## src/rtl/ccp_ctrl_pkg.sv

```systemverilog
// Constants and decode helpers shared by the capture/compare/PWM control
package ccp_ctrl_pkg;
  // Register byte offsets on the APB bus
  localparam logic [7:0] OFS_ENH_CTRL = 8'h00;
  localparam logic [7:0] OFS_SEC_CTRL = 8'h04;
  localparam logic [7:0] OFS_ENH_DUTY = 8'h08;
  localparam logic [7:0] OFS_SEC_DUTY = 8'h0C;
  localparam logic [7:0] OFS_STATUS   = 8'h10;
  localparam logic [7:0] OFS_ENH_CAPT = 8'h14;
  localparam logic [7:0] OFS_SEC_CAPT = 8'h18;

  // Reset values and write masks
  localparam logic [7:0]  CTRL_RESET     = 8'h00;
  localparam logic [7:0]  DUTY_RESET     = 8'h00;
  localparam logic [15:0] CAPT_RESET     = 16'h0000;
  localparam logic [7:0]  SEC_CTRL_MASK  = 8'h3F;
  localparam logic [31:0] READ_ZERO      = 32'h0000_0000;

  // Control register fields
  localparam int MODE_LSB  = 0;
  localparam int DUTY_LSB  = 4;
  localparam int STEER_LSB = 6;
  localparam int FLAG_ENH  = 0;
  localparam int FLAG_SEC  = 1;

  // Mode select codes
  localparam logic [3:0] MODE_OFF     = 4'h0;
  localparam logic [3:0] MODE_TOGGLE  = 4'h2;
  localparam logic [3:0] MODE_CMP_SET = 4'h8;
  localparam logic [3:0] MODE_CMP_CLR = 4'h9;
  localparam logic [3:0] MODE_SPECIAL = 4'hB;
  localparam logic [1:0] GRP_CAPTURE  = 2'h1;
  localparam logic [1:0] GRP_COMPARE  = 2'h2;
  localparam logic [1:0] GRP_PWM      = 2'h3;

  // Capture edge choices
  localparam logic [1:0] CAP_FALL  = 2'h0;
  localparam logic [1:0] CAP_RISE  = 2'h1;
  localparam logic [1:0] CAP_DIV4  = 2'h2;
  localparam logic [1:0] CAP_DIV16 = 2'h3;
  localparam logic [3:0] CNT_LAST4  = 4'h3;
  localparam logic [3:0] CNT_LAST16 = 4'hF;

  // Output steering codes
  localparam logic [1:0] STEER_SINGLE = 2'h0;
  localparam logic [1:0] STEER_FWD    = 2'h1;
  localparam logic [1:0] STEER_HALF   = 2'h2;
  localparam logic [1:0] STEER_REV    = 2'h3;

  function automatic logic is_pwm(input logic [3:0] m);
    return m[3:2] == GRP_PWM;
  endfunction

  function automatic logic is_capture(input logic [3:0] m);
    return m[3:2] == GRP_CAPTURE;
  endfunction

  // Toggle compare exists only in the enhanced unit
  function automatic logic is_compare(input logic [3:0] m,
                                      input logic       enh);
    return (m[3:2] == GRP_COMPARE) || (enh && m == MODE_TOGGLE);
  endfunction
endpackage

```

## src/rtl/ccp_pwm_control.sv

```systemverilog
// Mode and output control for the enhanced and second capture units
//
// Function
// RULE_01: Mode zero disables the unit and returns it to reset state.
// RULE_02: Enhanced codes 0001 and 0011 do nothing.
// RULE_03: Capture edge: falling, rising, every 4th or 16th rising.
// RULE_04: Enhanced mode 0010 toggles output on match and sets flag.
// RULE_05: Modes 1000/1001 set/clear output on match and set flag.
// RULE_06: Mode 1010 only sets the flag; pin left alone.
// RULE_07: Mode 1011 sets flag and resets the first timer.
// RULE_08: Codes 11xx are PWM with per-pair output polarity.
// RULE_09: Outside PWM, steering ignored; A is unit pin, B-D port pins.
// RULE_10: Single drives A; forward modulates D; reverse modulates B.
// RULE_11: Half bridge modulates A/B complementary; C/D to port use.
// RULE_12: Bits 5-4 are duty LSBs in PWM only.
// RULE_13: Capture/compare use first timer; PWM uses second timer.
// RULE_14: Second unit matches enhanced unit minus bridge steering. The code also drives its PWM pin active-high for every 11xx code.
// RULE_15: Second control bits 7-6 read zero; 5-4 are its duty LSBs.
// RULE_16: Second unit code 0010 is reserved.
// RULE_17: Capture copies first timer and sets flag; overwrites old.
// RULE_18: Prescaler clears off capture mode, not on divisor change.
// RULE_19: Second unit 1011 also starts conversion if converter enabled.
// RULE_20: Mode 1110 gives A/C active-low, B/D active-high.
// RULE_21: Control writes act from the next clock cycle.
//
// Added by the designer: the placing of the registers and register access over APB.
`timescale 1ns/1ps
module ccp_pwm_control
(
  // APB clock and reset
  input  wire logic        pclk,
  input  wire logic        presetn,
  // APB slave
  input  wire logic        psel,
  input  wire logic        penable,
  input  wire logic        pwrite,
  input  wire logic [7:0]  paddr,
  input  wire logic [31:0] pwdata,
  output logic [31:0]      prdata,
  output logic             pready,
  output logic             pslverr,
  // Time bases and datapath levels
  input  wire logic [15:0] first_timer_value,
  input  wire logic        compare_match_enh,
  input  wire logic        compare_match_sec,
  input  wire logic        pwm_level_enh,
  input  wire logic        pwm_level_sec,
  input  wire logic        adc_enabled,
  // Capture pins
  input  wire logic        capture_pin_enh,
  input  wire logic        capture_pin_sec,
  // Enhanced unit pins
  output logic             bridge_out_a,
  output logic             bridge_out_b,
  output logic             bridge_out_c,
  output logic             bridge_out_d,
  output logic             bridge_oe_a_n,
  output logic             bridge_oe_b_n,
  output logic             bridge_oe_c_n,
  output logic             bridge_oe_d_n,
  // Second unit pin
  output logic             second_out,
  output logic             second_oe_n,
  // Flags, triggers and duty values
  output logic             enhanced_unit_flag,
  output logic             second_unit_flag,
  output logic             timer_reset_pulse,
  output logic             adc_start_pulse,
  output logic [9:0]       enhanced_duty,
  output logic [9:0]       second_duty,
  output logic             enhanced_uses_period_timebase,
  output logic             second_uses_period_timebase
);
  import ccp_ctrl_pkg::*;

  // Software state
  logic [7:0]  enh_ctrl_r;
  logic [7:0]  sec_ctrl_r;
  logic [7:0]  enh_duty_r;
  logic [7:0]  sec_duty_r;
  logic        enh_flag_r;
  logic        sec_flag_r;
  logic [15:0] enh_capt_r;
  logic [15:0] sec_capt_r;
  logic [31:0] prdata_r;

  // Unit state
  logic        enh_latch_r;
  logic        sec_latch_r;
  logic        sec_out_r;
  logic        sec_oe_n_r;
  logic        timer_reset_r;
  logic        adc_start_r;
  logic [9:0]  enh_duty_out_r;
  logic [9:0]  sec_duty_out_r;
  logic        enh_tb_r;
  logic        sec_tb_r;

  // Decode
  logic [3:0]  enh_mode;
  logic [3:0]  sec_mode;
  logic        enh_cap_evt;
  logic        sec_cap_evt;
  logic        enh_cmp_hit;
  logic        sec_cmp_hit;
  logic        enh_set;
  logic        sec_set;
  logic        wr_en;
  logic        rd_setup;
  logic        addr_ok;
  logic [31:0] rd_mux;
  logic [3:0]  pin_out;
  logic [3:0]  pin_oe_n;

  assign enh_mode = enh_ctrl_r[MODE_LSB +: 4];
  assign sec_mode = sec_ctrl_r[MODE_LSB +: 4];

  // Reserved codes match no group and do nothing
  assign enh_cmp_hit = compare_match_enh && is_compare(enh_mode, 1'b1); // RULE_02
  assign sec_cmp_hit = compare_match_sec && is_compare(sec_mode, 1'b0); // RULE_16

  // Flag sources: capture events and compare matches
  assign enh_set = enh_cap_evt | enh_cmp_hit; // RULE_04 RULE_05 RULE_06
  assign sec_set = sec_cap_evt | sec_cmp_hit; // RULE_14

  // APB: zero wait states, error on unmapped address
  assign wr_en    = psel & penable & pwrite;
  assign rd_setup = psel & ~penable & ~pwrite;
  assign pready   = 1'b1;
  assign pslverr  = psel & penable & ~addr_ok;
  assign prdata   = prdata_r;

  always_comb begin
    addr_ok = 1'b1;
    rd_mux  = READ_ZERO;
    unique case (paddr)
      OFS_ENH_CTRL: rd_mux[7:0]  = enh_ctrl_r;
      OFS_SEC_CTRL: rd_mux[7:0]  = sec_ctrl_r & SEC_CTRL_MASK; // RULE_15
      OFS_ENH_DUTY: rd_mux[7:0]  = enh_duty_r;
      OFS_SEC_DUTY: rd_mux[7:0]  = sec_duty_r;
      OFS_STATUS: begin
        rd_mux[FLAG_ENH] = enh_flag_r;
        rd_mux[FLAG_SEC] = sec_flag_r;
      end
      OFS_ENH_CAPT: rd_mux[15:0] = enh_capt_r;
      OFS_SEC_CAPT: rd_mux[15:0] = sec_capt_r;
      default:      addr_ok      = 1'b0;
    endcase
  end

  // Read data is caught in the setup cycle so it stands in access
  always_ff @(posedge pclk or negedge presetn) begin
    if (!presetn) begin
      prdata_r <= READ_ZERO;
    end else if (rd_setup) begin
      prdata_r <= rd_mux;
    end
  end

  // Control and duty registers; new values decode from next cycle
  always_ff @(posedge pclk or negedge presetn) begin
    if (!presetn) begin
      enh_ctrl_r <= CTRL_RESET;
      sec_ctrl_r <= CTRL_RESET;
      enh_duty_r <= DUTY_RESET;
      sec_duty_r <= DUTY_RESET;
    end else if (wr_en) begin
      if (paddr == OFS_ENH_CTRL) begin
        enh_ctrl_r <= pwdata[7:0]; // RULE_21
      end
      if (paddr == OFS_SEC_CTRL) begin
        sec_ctrl_r <= pwdata[7:0] & SEC_CTRL_MASK; // RULE_15
      end
      if (paddr == OFS_ENH_DUTY) begin
        enh_duty_r <= pwdata[7:0];
      end
      if (paddr == OFS_SEC_DUTY) begin
        sec_duty_r <= pwdata[7:0];
      end
    end
  end

  // Sticky flags, write one to clear; a new event beats the clear
  always_ff @(posedge pclk or negedge presetn) begin
    if (!presetn) begin
      enh_flag_r <= 1'b0;
      sec_flag_r <= 1'b0;
    end else begin
      if (enh_set) begin
        enh_flag_r <= 1'b1; // RULE_17
      end else if (wr_en && paddr == OFS_STATUS && pwdata[FLAG_ENH]) begin
        enh_flag_r <= 1'b0;
      end
      if (sec_set) begin
        sec_flag_r <= 1'b1; // RULE_17
      end else if (wr_en && paddr == OFS_STATUS && pwdata[FLAG_SEC]) begin
        sec_flag_r <= 1'b0;
      end
    end
  end

  // Capture event sources, one per unit
  capture_event_gen u_cap_enh (
    .pclk     (pclk),
    .presetn  (presetn),
    .cap_en   (is_capture(enh_mode)),
    .edge_sel (enh_mode[1:0]),
    .pin_raw  (capture_pin_enh),
    .cap_evt  (enh_cap_evt)
  );

  capture_event_gen u_cap_sec (
    .pclk     (pclk),
    .presetn  (presetn),
    .cap_en   (is_capture(sec_mode)),
    .edge_sel (sec_mode[1:0]),
    .pin_raw  (capture_pin_sec),
    .cap_evt  (sec_cap_evt)
  );

  // Capture registers take the first timer; unread values are lost
  always_ff @(posedge pclk or negedge presetn) begin
    if (!presetn) begin
      enh_capt_r <= CAPT_RESET;
      sec_capt_r <= CAPT_RESET;
    end else begin
      if (enh_cap_evt) begin
        enh_capt_r <= first_timer_value; // RULE_17 RULE_13
      end
      if (sec_cap_evt) begin
        sec_capt_r <= first_timer_value; // RULE_17
      end
    end
  end

  // Compare output latches; off mode forces the default low level
  always_ff @(posedge pclk or negedge presetn) begin
    if (!presetn) begin
      enh_latch_r <= 1'b0;
    end else if (enh_mode == MODE_OFF) begin
      enh_latch_r <= 1'b0; // RULE_01
    end else if (compare_match_enh) begin
      if (enh_mode == MODE_CMP_SET) begin
        enh_latch_r <= 1'b1; // RULE_05
      end else if (enh_mode == MODE_CMP_CLR) begin
        enh_latch_r <= 1'b0; // RULE_05
      end else if (enh_mode == MODE_TOGGLE) begin
        enh_latch_r <= ~enh_latch_r; // RULE_04
      end
    end
  end

  always_ff @(posedge pclk or negedge presetn) begin
    if (!presetn) begin
      sec_latch_r <= 1'b0;
    end else if (sec_mode == MODE_OFF) begin
      sec_latch_r <= 1'b0; // RULE_01
    end else if (compare_match_sec) begin
      if (sec_mode == MODE_CMP_SET) begin
        sec_latch_r <= 1'b1; // RULE_05
      end else if (sec_mode == MODE_CMP_CLR) begin
        sec_latch_r <= 1'b0; // RULE_05
      end
    end
  end

  // Enhanced unit pins: steering only matters in PWM
  bridge_steer u_steer (
    .pclk      (pclk),
    .presetn   (presetn),
    .mode      (enh_mode),
    .steer     (enh_ctrl_r[STEER_LSB +: 2]),
    .pwm_level (pwm_level_enh),
    .cmp_latch (enh_latch_r),
    .pin_out   (pin_out),
    .pin_oe_n  (pin_oe_n)
  );

  assign bridge_out_a  = pin_out[0];
  assign bridge_out_b  = pin_out[1];
  assign bridge_out_c  = pin_out[2];
  assign bridge_out_d  = pin_out[3];
  assign bridge_oe_a_n = pin_oe_n[0];
  assign bridge_oe_b_n = pin_oe_n[1];
  assign bridge_oe_c_n = pin_oe_n[2];
  assign bridge_oe_d_n = pin_oe_n[3];

  // Second pin: no polarity or steering, single active-high PWM
  always_ff @(posedge pclk or negedge presetn) begin
    if (!presetn) begin
      sec_out_r  <= 1'b0;
      sec_oe_n_r <= 1'b1;
    end else if (is_pwm(sec_mode)) begin
      sec_out_r  <= pwm_level_sec; // RULE_14
      sec_oe_n_r <= 1'b0;
    end else if (sec_mode == MODE_CMP_SET || sec_mode == MODE_CMP_CLR) begin
      sec_out_r  <= sec_latch_r; // RULE_05
      sec_oe_n_r <= 1'b0;
    end else begin
      sec_out_r  <= 1'b0; // RULE_06 RULE_19
      sec_oe_n_r <= 1'b1;
    end
  end

  assign second_out  = sec_out_r;
  assign second_oe_n = sec_oe_n_r;

  // Special event: one-cycle timer reset, conversion start on second
  always_ff @(posedge pclk or negedge presetn) begin
    if (!presetn) begin
      timer_reset_r <= 1'b0;
      adc_start_r   <= 1'b0;
    end else begin
      timer_reset_r <= (compare_match_enh && enh_mode == MODE_SPECIAL)
                       || (compare_match_sec && sec_mode == MODE_SPECIAL); // RULE_07 RULE_19
      adc_start_r   <= compare_match_sec && sec_mode == MODE_SPECIAL
                       && adc_enabled; // RULE_19
    end
  end

  assign timer_reset_pulse = timer_reset_r;
  assign adc_start_pulse   = adc_start_r;

  // Ten-bit duty only in PWM, else zero
  always_ff @(posedge pclk or negedge presetn) begin
    if (!presetn) begin
      enh_duty_out_r <= 10'h000;
      sec_duty_out_r <= 10'h000;
      enh_tb_r       <= 1'b0;
      sec_tb_r       <= 1'b0;
    end else begin
      enh_duty_out_r <= is_pwm(enh_mode)
                        ? {enh_duty_r, enh_ctrl_r[DUTY_LSB +: 2]}
                        : 10'h000; // RULE_12
      sec_duty_out_r <= is_pwm(sec_mode)
                        ? {sec_duty_r, sec_ctrl_r[DUTY_LSB +: 2]}
                        : 10'h000; // RULE_15
      enh_tb_r       <= is_pwm(enh_mode); // RULE_13
      sec_tb_r       <= is_pwm(sec_mode); // RULE_13
    end
  end

  assign enhanced_duty                 = enh_duty_out_r;
  assign second_duty                   = sec_duty_out_r;
  assign enhanced_uses_period_timebase = enh_tb_r;
  assign second_uses_period_timebase   = sec_tb_r;
  assign enhanced_unit_flag            = enh_flag_r;
  assign second_unit_flag              = sec_flag_r;
endmodule

```

## src/rtl/capture_event_gen.sv

```systemverilog
// Capture pin synchroniser, edge select and prescaler
`timescale 1ns/1ps
module capture_event_gen
  import ccp_ctrl_pkg::*;
(
  // Clock and reset
  input  wire logic       pclk,
  input  wire logic       presetn,
  // Control
  input  wire logic       cap_en,
  input  wire logic [1:0] edge_sel,
  // Pin and event
  input  wire logic       pin_raw,
  output logic            cap_evt
);
  logic       sync1_r;
  logic       sync2_r;
  logic       prev_r;
  logic [3:0] count_r;
  logic       rise;
  logic       fall;
  logic       evt_nxt;

  // Two stages before any logic sees the pin
  always_ff @(posedge pclk or negedge presetn) begin
    if (!presetn) begin
      sync1_r <= 1'b0;
      sync2_r <= 1'b0;
      prev_r  <= 1'b0;
    end else begin
      sync1_r <= pin_raw;
      sync2_r <= sync1_r;
      prev_r  <= sync2_r;
    end
  end

  assign rise = sync2_r & ~prev_r;
  assign fall = ~sync2_r & prev_r;

  // Counter cleared only off capture; changing divisor keeps it
  always_ff @(posedge pclk or negedge presetn) begin
    if (!presetn) begin
      count_r <= 4'h0;
    end else if (!cap_en) begin
      count_r <= 4'h0; // RULE_18
    end else if (rise) begin
      count_r <= count_r + 4'h1;
    end
  end

  // Edge choice per capture setting
  always_comb begin
    unique case (edge_sel)
      CAP_FALL:  evt_nxt = fall;
      CAP_RISE:  evt_nxt = rise;
      CAP_DIV4:  evt_nxt = rise && count_r[1:0] == CNT_LAST4[1:0];
      CAP_DIV16: evt_nxt = rise && count_r == CNT_LAST16;
    endcase
  end

  always_ff @(posedge pclk or negedge presetn) begin
    if (!presetn) begin
      cap_evt <= 1'b0;
    end else begin
      cap_evt <= cap_en & evt_nxt; // RULE_03
    end
  end
endmodule

```

## src/rtl/bridge_steer.sv

```systemverilog
// Enhanced unit output steering and polarity for the four bridge pins
`timescale 1ns/1ps
module bridge_steer
  import ccp_ctrl_pkg::*;
(
  // Clock and reset
  input  wire logic       pclk,
  input  wire logic       presetn,
  // Control
  input  wire logic [3:0] mode,
  input  wire logic [1:0] steer,
  input  wire logic       pwm_level,
  input  wire logic       cmp_latch,
  // Pins a..d in bits 0..3
  output logic [3:0]      pin_out,
  output logic [3:0]      pin_oe_n
);
  logic [3:0] out_nxt;
  logic [3:0] oe_n_nxt;
  logic       pol_ac;
  logic       pol_bd;
  logic       cmp_drive;

  // Mode bit 1 inverts A/C, bit 0 inverts B/D
  assign pol_ac = mode[1]; // RULE_08 RULE_20
  assign pol_bd = mode[0]; // RULE_08
  assign cmp_drive = (mode == MODE_TOGGLE) || (mode == MODE_CMP_SET)
                     || (mode == MODE_CMP_CLR);

  // Pins not driven are released to port use
  always_comb begin
    out_nxt  = 4'h0;
    oe_n_nxt = 4'hF;
    if (is_pwm(mode)) begin
      unique case (steer)
        STEER_SINGLE: begin
          out_nxt[0]  = pwm_level ^ pol_ac; // RULE_10
          oe_n_nxt    = 4'hE;
        end
        STEER_FWD: begin
          out_nxt  = {pwm_level ^ pol_bd, pol_ac, pol_bd, ~pol_ac}; // RULE_10
          oe_n_nxt = 4'h0;
        end
        STEER_HALF: begin
          out_nxt[0] = pwm_level ^ pol_ac; // RULE_11
          out_nxt[1] = ~pwm_level ^ pol_bd; // RULE_11
          oe_n_nxt   = 4'hC;
        end
        STEER_REV: begin
          out_nxt  = {pol_bd, ~pol_ac, pwm_level ^ pol_bd, pol_ac}; // RULE_10
          oe_n_nxt = 4'h0;
        end
      endcase
    end else if (cmp_drive) begin
      out_nxt[0]  = cmp_latch; // RULE_09
      oe_n_nxt[0] = 1'b0;
    end
  end

  always_ff @(posedge pclk or negedge presetn) begin
    if (!presetn) begin
      pin_out  <= 4'h0;
      pin_oe_n <= 4'hF;
    end else begin
      pin_out  <= out_nxt;
      pin_oe_n <= oe_n_nxt;
    end
  end
endmodule

```

## config.mk

```make
export PLATFORM = sky130hd
export DESIGN_NAME = ccp_pwm_control
export DESIGN_NICKNAME = d
export VERILOG_FILES = /design/src/rtl/ccp_ctrl_pkg.sv /design/src/rtl/ccp_pwm_control.sv /design/src/rtl/capture_event_gen.sv /design/src/rtl/bridge_steer.sv
export SDC_FILE = /design/constraint.sdc
export NUM_CORES = 1
export LEC_CHECK = 0
export BUFFER_PORTS_ARGS = -buffer_cell sky130_fd_sc_hd__buf_2
export CAP_MARGIN = 5
export CORE_MARGIN = 3
export CORE_UTILIZATION = 40
export CTS_CLUSTER_SIZE = 12
export DETAILED_ROUTE_END_ITERATION = 10
export GPL_TIMING_DRIVEN = 0
export PLACE_DENSITY = 0.63
export SLEW_MARGIN = 20
export SYNTH_ARGS = -nofsm -noshare
export SYNTH_HDL_FRONTEND = slang
export SYNTH_SLANG_ARGS = --single-unit
```

## constraint.sdc

```tcl
create_clock -name pclk -period 1.55 [get_ports pclk]
set_input_delay 0.2325 -clock pclk [delete_from_list [all_inputs] [get_ports pclk]]
set_output_delay 0.2325 -clock pclk [all_outputs]
set_load 0.02 [all_outputs]
```

==> summary.md <==
| Metric | Value |
|---|---|
| Number of storage elements in the synthesis netlist | 131 |
| Final routed DRC violation total | 0 |
| Starting density of the core | 0.4195 |
| Clock insertion delay at the later pin of the skew report | 0.42 ns |
| Iteration-0 DRC count of the detailed router | 257 |
| Most used standard cell by instance count after synthesis | dfrtp_1 |
| Wire length of the first global-routing pass | 21830 um |
| CTS H-tree depth | 4 |
| Yosys warnings | 0 |
| Run status | completed |
| Buffer levels on the longest clock path | 2 |
| Total congestion overflow after global routing | 0 |
| CP cell instances | buf_2 > or4b_2 > a21oi_1 |
| Hold/Removal Path Class | primary input to register |
| Total Routing Usage GR | 0.1780 |
| CTS sink count | 131 |
| Syn Area/Cell | 12.13 um^2 |
| Die X-Extent | 125.2 um |
| PwrDens | 1134 nW/um^2 |
| Uppermost layer routed | met4 |
| Main synth FF type | dfrtp_1 |
| Post-detailed-route count of antenna-violating nets | 0 |
| Launch point of the critical path | enh_ctrl_r[1]$_DFFE_PN0P_ |
| Worst relative slew slack | 0.4994 |
| Count of port buffers added during placement | 96 |
| Die area | 15690 um^2 |
| Reg2reg path depth | 3 |
| Root buffer cell | clkbuf_16 |
| Avg Vias per Cell | 5.142 |
| Count of maximum capacitance violations | 0 |
| Synth-to-layout area growth | 25.78% |
| Met2 wire length | 6746 um |
| Ranking of synthesized cells by instance count | dfrtp_1, mux2_2, nand2_1 |
| Sum of net half-perimeters after detailed placement | 9781 um |
| CP endpoint kind | register |
| Vias in the first global route | 4125 |
| Number of iterations in the first detailed-routing pass | 4 |
| Actual slew at the worst max-slew pin | 0.7509 ns |
| Worst flop-to-flop path startpoint | enh_ctrl_r[1]$_DFFE_PN0P_ |
| ANT cells | 0 |
| Area of the core | 13560 um^2 |
| Netlist cell types | 51 |
| Worst stage delay on the critical path | 0.64 ns |
| Library cell occupying the most area in the post-synthesis netlist | dfrtp_1 |
| Unrepaired setup endpoints after global routing | false |
| Syn Inst Count | 469 |
| Final net count | 671 |
| Share of post-route cells with drive strength above 1 | 0.3941 |
| Share of the clock period used by the worst path | 0.9550 |
| Share of the synthesized area in the top cell type | 0.5587 |
| Worst-path fanout max | 10 |
| Required time worst endpoint | 1.89 ns |
| P_leak | 0.003601 uW |
| Met1 layer wirelength in the final routing | 5950 um |
| Dominant cells by area after synthesis | dfrtp_1, mux2_2, buf_4, nand2_1, a22oi_1 |
| Achievable frequency | 675.5 MHz |
| Register area share after synthesis | 0.5772 |
| Post-Synthesis Cell Area | 5688 um^2 |
| Worst supply voltage drop on vdd | 0.0006744 V |
| Time the worst path needs with I/O delays and setup | 1.480 ns |
| Final total negative setup slack | 0 ns |
| Antenna violations before repair | 0 |
| Post-place instance area | 6479 um^2 |
| Number of CTS-inserted buffers | 17 |
| Worst Min Path Start | adc_enabled |
| Total via count in the routed design | 4062 |
| Slowest cell on crit path | or4b_2 |
| Post-synthesis async set-or-reset flop share | 1.000 |
| Count of flip-flops with a built-in enable after synthesis | 0 |
| Clock edge transition at the registers on the reported setup and hold paths | 0.06 ns |
| Arrival time reported for the critical path endpoint | 1.82 ns |
| Launching element type of the critical path | register |
| Critical path type | register to register |
| Layout Cell Area excl Fill | 7154 um^2 |
| I/O Pins | 138 |
| Maximum number of pins on one net before global-route repair | 84 |
| Setup skew after layout | 0.008144 ns |
| CTS tree | built |
| Post-DR wirelength/cell | 17.19 um |
| Total count of hold-check failures in the final report | 0 |
| Count of final max-slew check failures | 0 |
| Wire length reported by the detailed router | 13580 um |
| Worst hold path depth | 2 |
| Placement row count | 42 |
| WL met3 | 811 um |
| Final core utilization | 0.5277 |
| Routability cong. | 0.8919 |
| Final Setup Violations | 0 |
| Die height | 125.2 um |
-- flip-flops by register name, indices dropped and copies added, names as in the netlist, 3 cells and up --
register           count
sec_ctrl_r             6
enh_capt_r            16
u_cap_sec.count_r      4
u_steer.pin_oe_n       3
enh_ctrl_r             8
enh_duty_r             8
sec_duty_r             8
u_steer.pin_out        4
second_duty           10
enhanced_duty         10
prdata                16
u_cap_enh.count_r      4
sec_capt_r            16
-- power breakdown --
group	switching [uW]	internal, uW	leakage (uW)
clock	1390	2690	0.000303
combinational	293	198	0.00151
sequential	50.9	3500	0.00179
total	1730	6390	0.00360
-- cell families (layout without fill, tap and decap cells) --
| logic type | count (synthesis) | count (layout) | synth area share |
|---|---|---|---|
| adders and majority gates | 2 | 2 | 0.004399 |
| xor gates and xnor gates | 10 | 10 | 0.01540 |
| AOI/OAI and AO/OA | 77 | 77 | 0.09129 |
| DFF | 131 | 131 | 0.5772 |
| other | 2 | 17 | 0.001320 |
| muxes | 74 | 74 | 0.1472 |
| buffers and inverters | 45 | 175 | 0.04377 |
| and+or+nand+nor | 128 | 128 | 0.1194 |
-- layout make-up --
cell class / count / area [um^2]
sequential: 131 / 3284
inverter: 5 / 18.77
multi-input combinational: 308 / 2232
buffer: 35 / 217.7
timing repair buffer: 103 / 566.8
tap: 176 / 220.2
clock buffer: 23 / 488.0
clock inverter: 9 / 126.4
fill: 1192 / 6404
-- stage by stage --
step	std cells	total power, uW	setup WS [ns]	hold WS, ns
floorplan	484	3853	0.05898	-0.06309
global placement	756	4059	-1.368	0.3314
detailed placement	757	4083	-0.4613	0.3294
CTS	788	8182	0.01070	0.03098
global route	790	8411	0.002291	0.03364
finish	790	8115	0.06971	0.04467
-- metal layers --
metal,up-vias,global-route usage
met5,-,0
met4,0,0.05102
met3,6,0.05330
met2,114,0.2866
met1,2056,0.2352
li1,1886,-
-- worst paths after layout --
check,endpoint,slack (ns)
max,u_cap_enh.cap_evt$_DFF_PN0_,0.07
min,adc_start_pulse$_DFF_PN0_,0.04
max reg2reg,u_cap_enh.cap_evt$_DFF_PN0_,0.07
min reg2reg,u_cap_enh.sync2_r$_DFF_PN0_,0.35
max in group asynchronous,second_unit_flag$_DFFE_PN0P_,0.40
min in group asynchronous,adc_start_pulse$_DFF_PN0_,0.44
-- layout by cell type, fill, tap and decap left out, drive strengths merged, types with 2 or more instances in the layout --
cell and n:
nand3 5, a221oi 4, mux2i 6, clkbuf 35, nor3 5, a211oi 2
nor2 36, dfrtp 127, bufinv 3, xnor2 5, nand2b 5, o21ai 21
a22o 8, nor4b 2, and3 20, o22ai 2, nor2b 6, dlygate4sd3 3
and2 5, conb 17, buf 123, nand2 36, dfstp 4, a22oi 17
inv 5, nand4 2, a21oi 12, ha 2, mux2 67, xor2 5
clkinv 5
-- worst max-delay path, delay by kind of cell (launching register included) --
kind	cells	cell delay, ns
simple gates	1	0.64
compound gates	1	0.14
flops	1	0.42
buf+inv	1	0.20
-- timing repair --
| action | CTS | global route |
|---|---|---|
| pin swaps | 0 | 1 |
| gates resized for setup | 5 | 8 |
| endpoints found under the setup margin | 23 | 23 |
| hold buffers | 3 | 0 |
| setup buffers | 0 | 3 |
| gates cloned | 0 | 0 |
| hold endpoints to repair | 80 | 0 |
(Power assumes the default switching activity.)
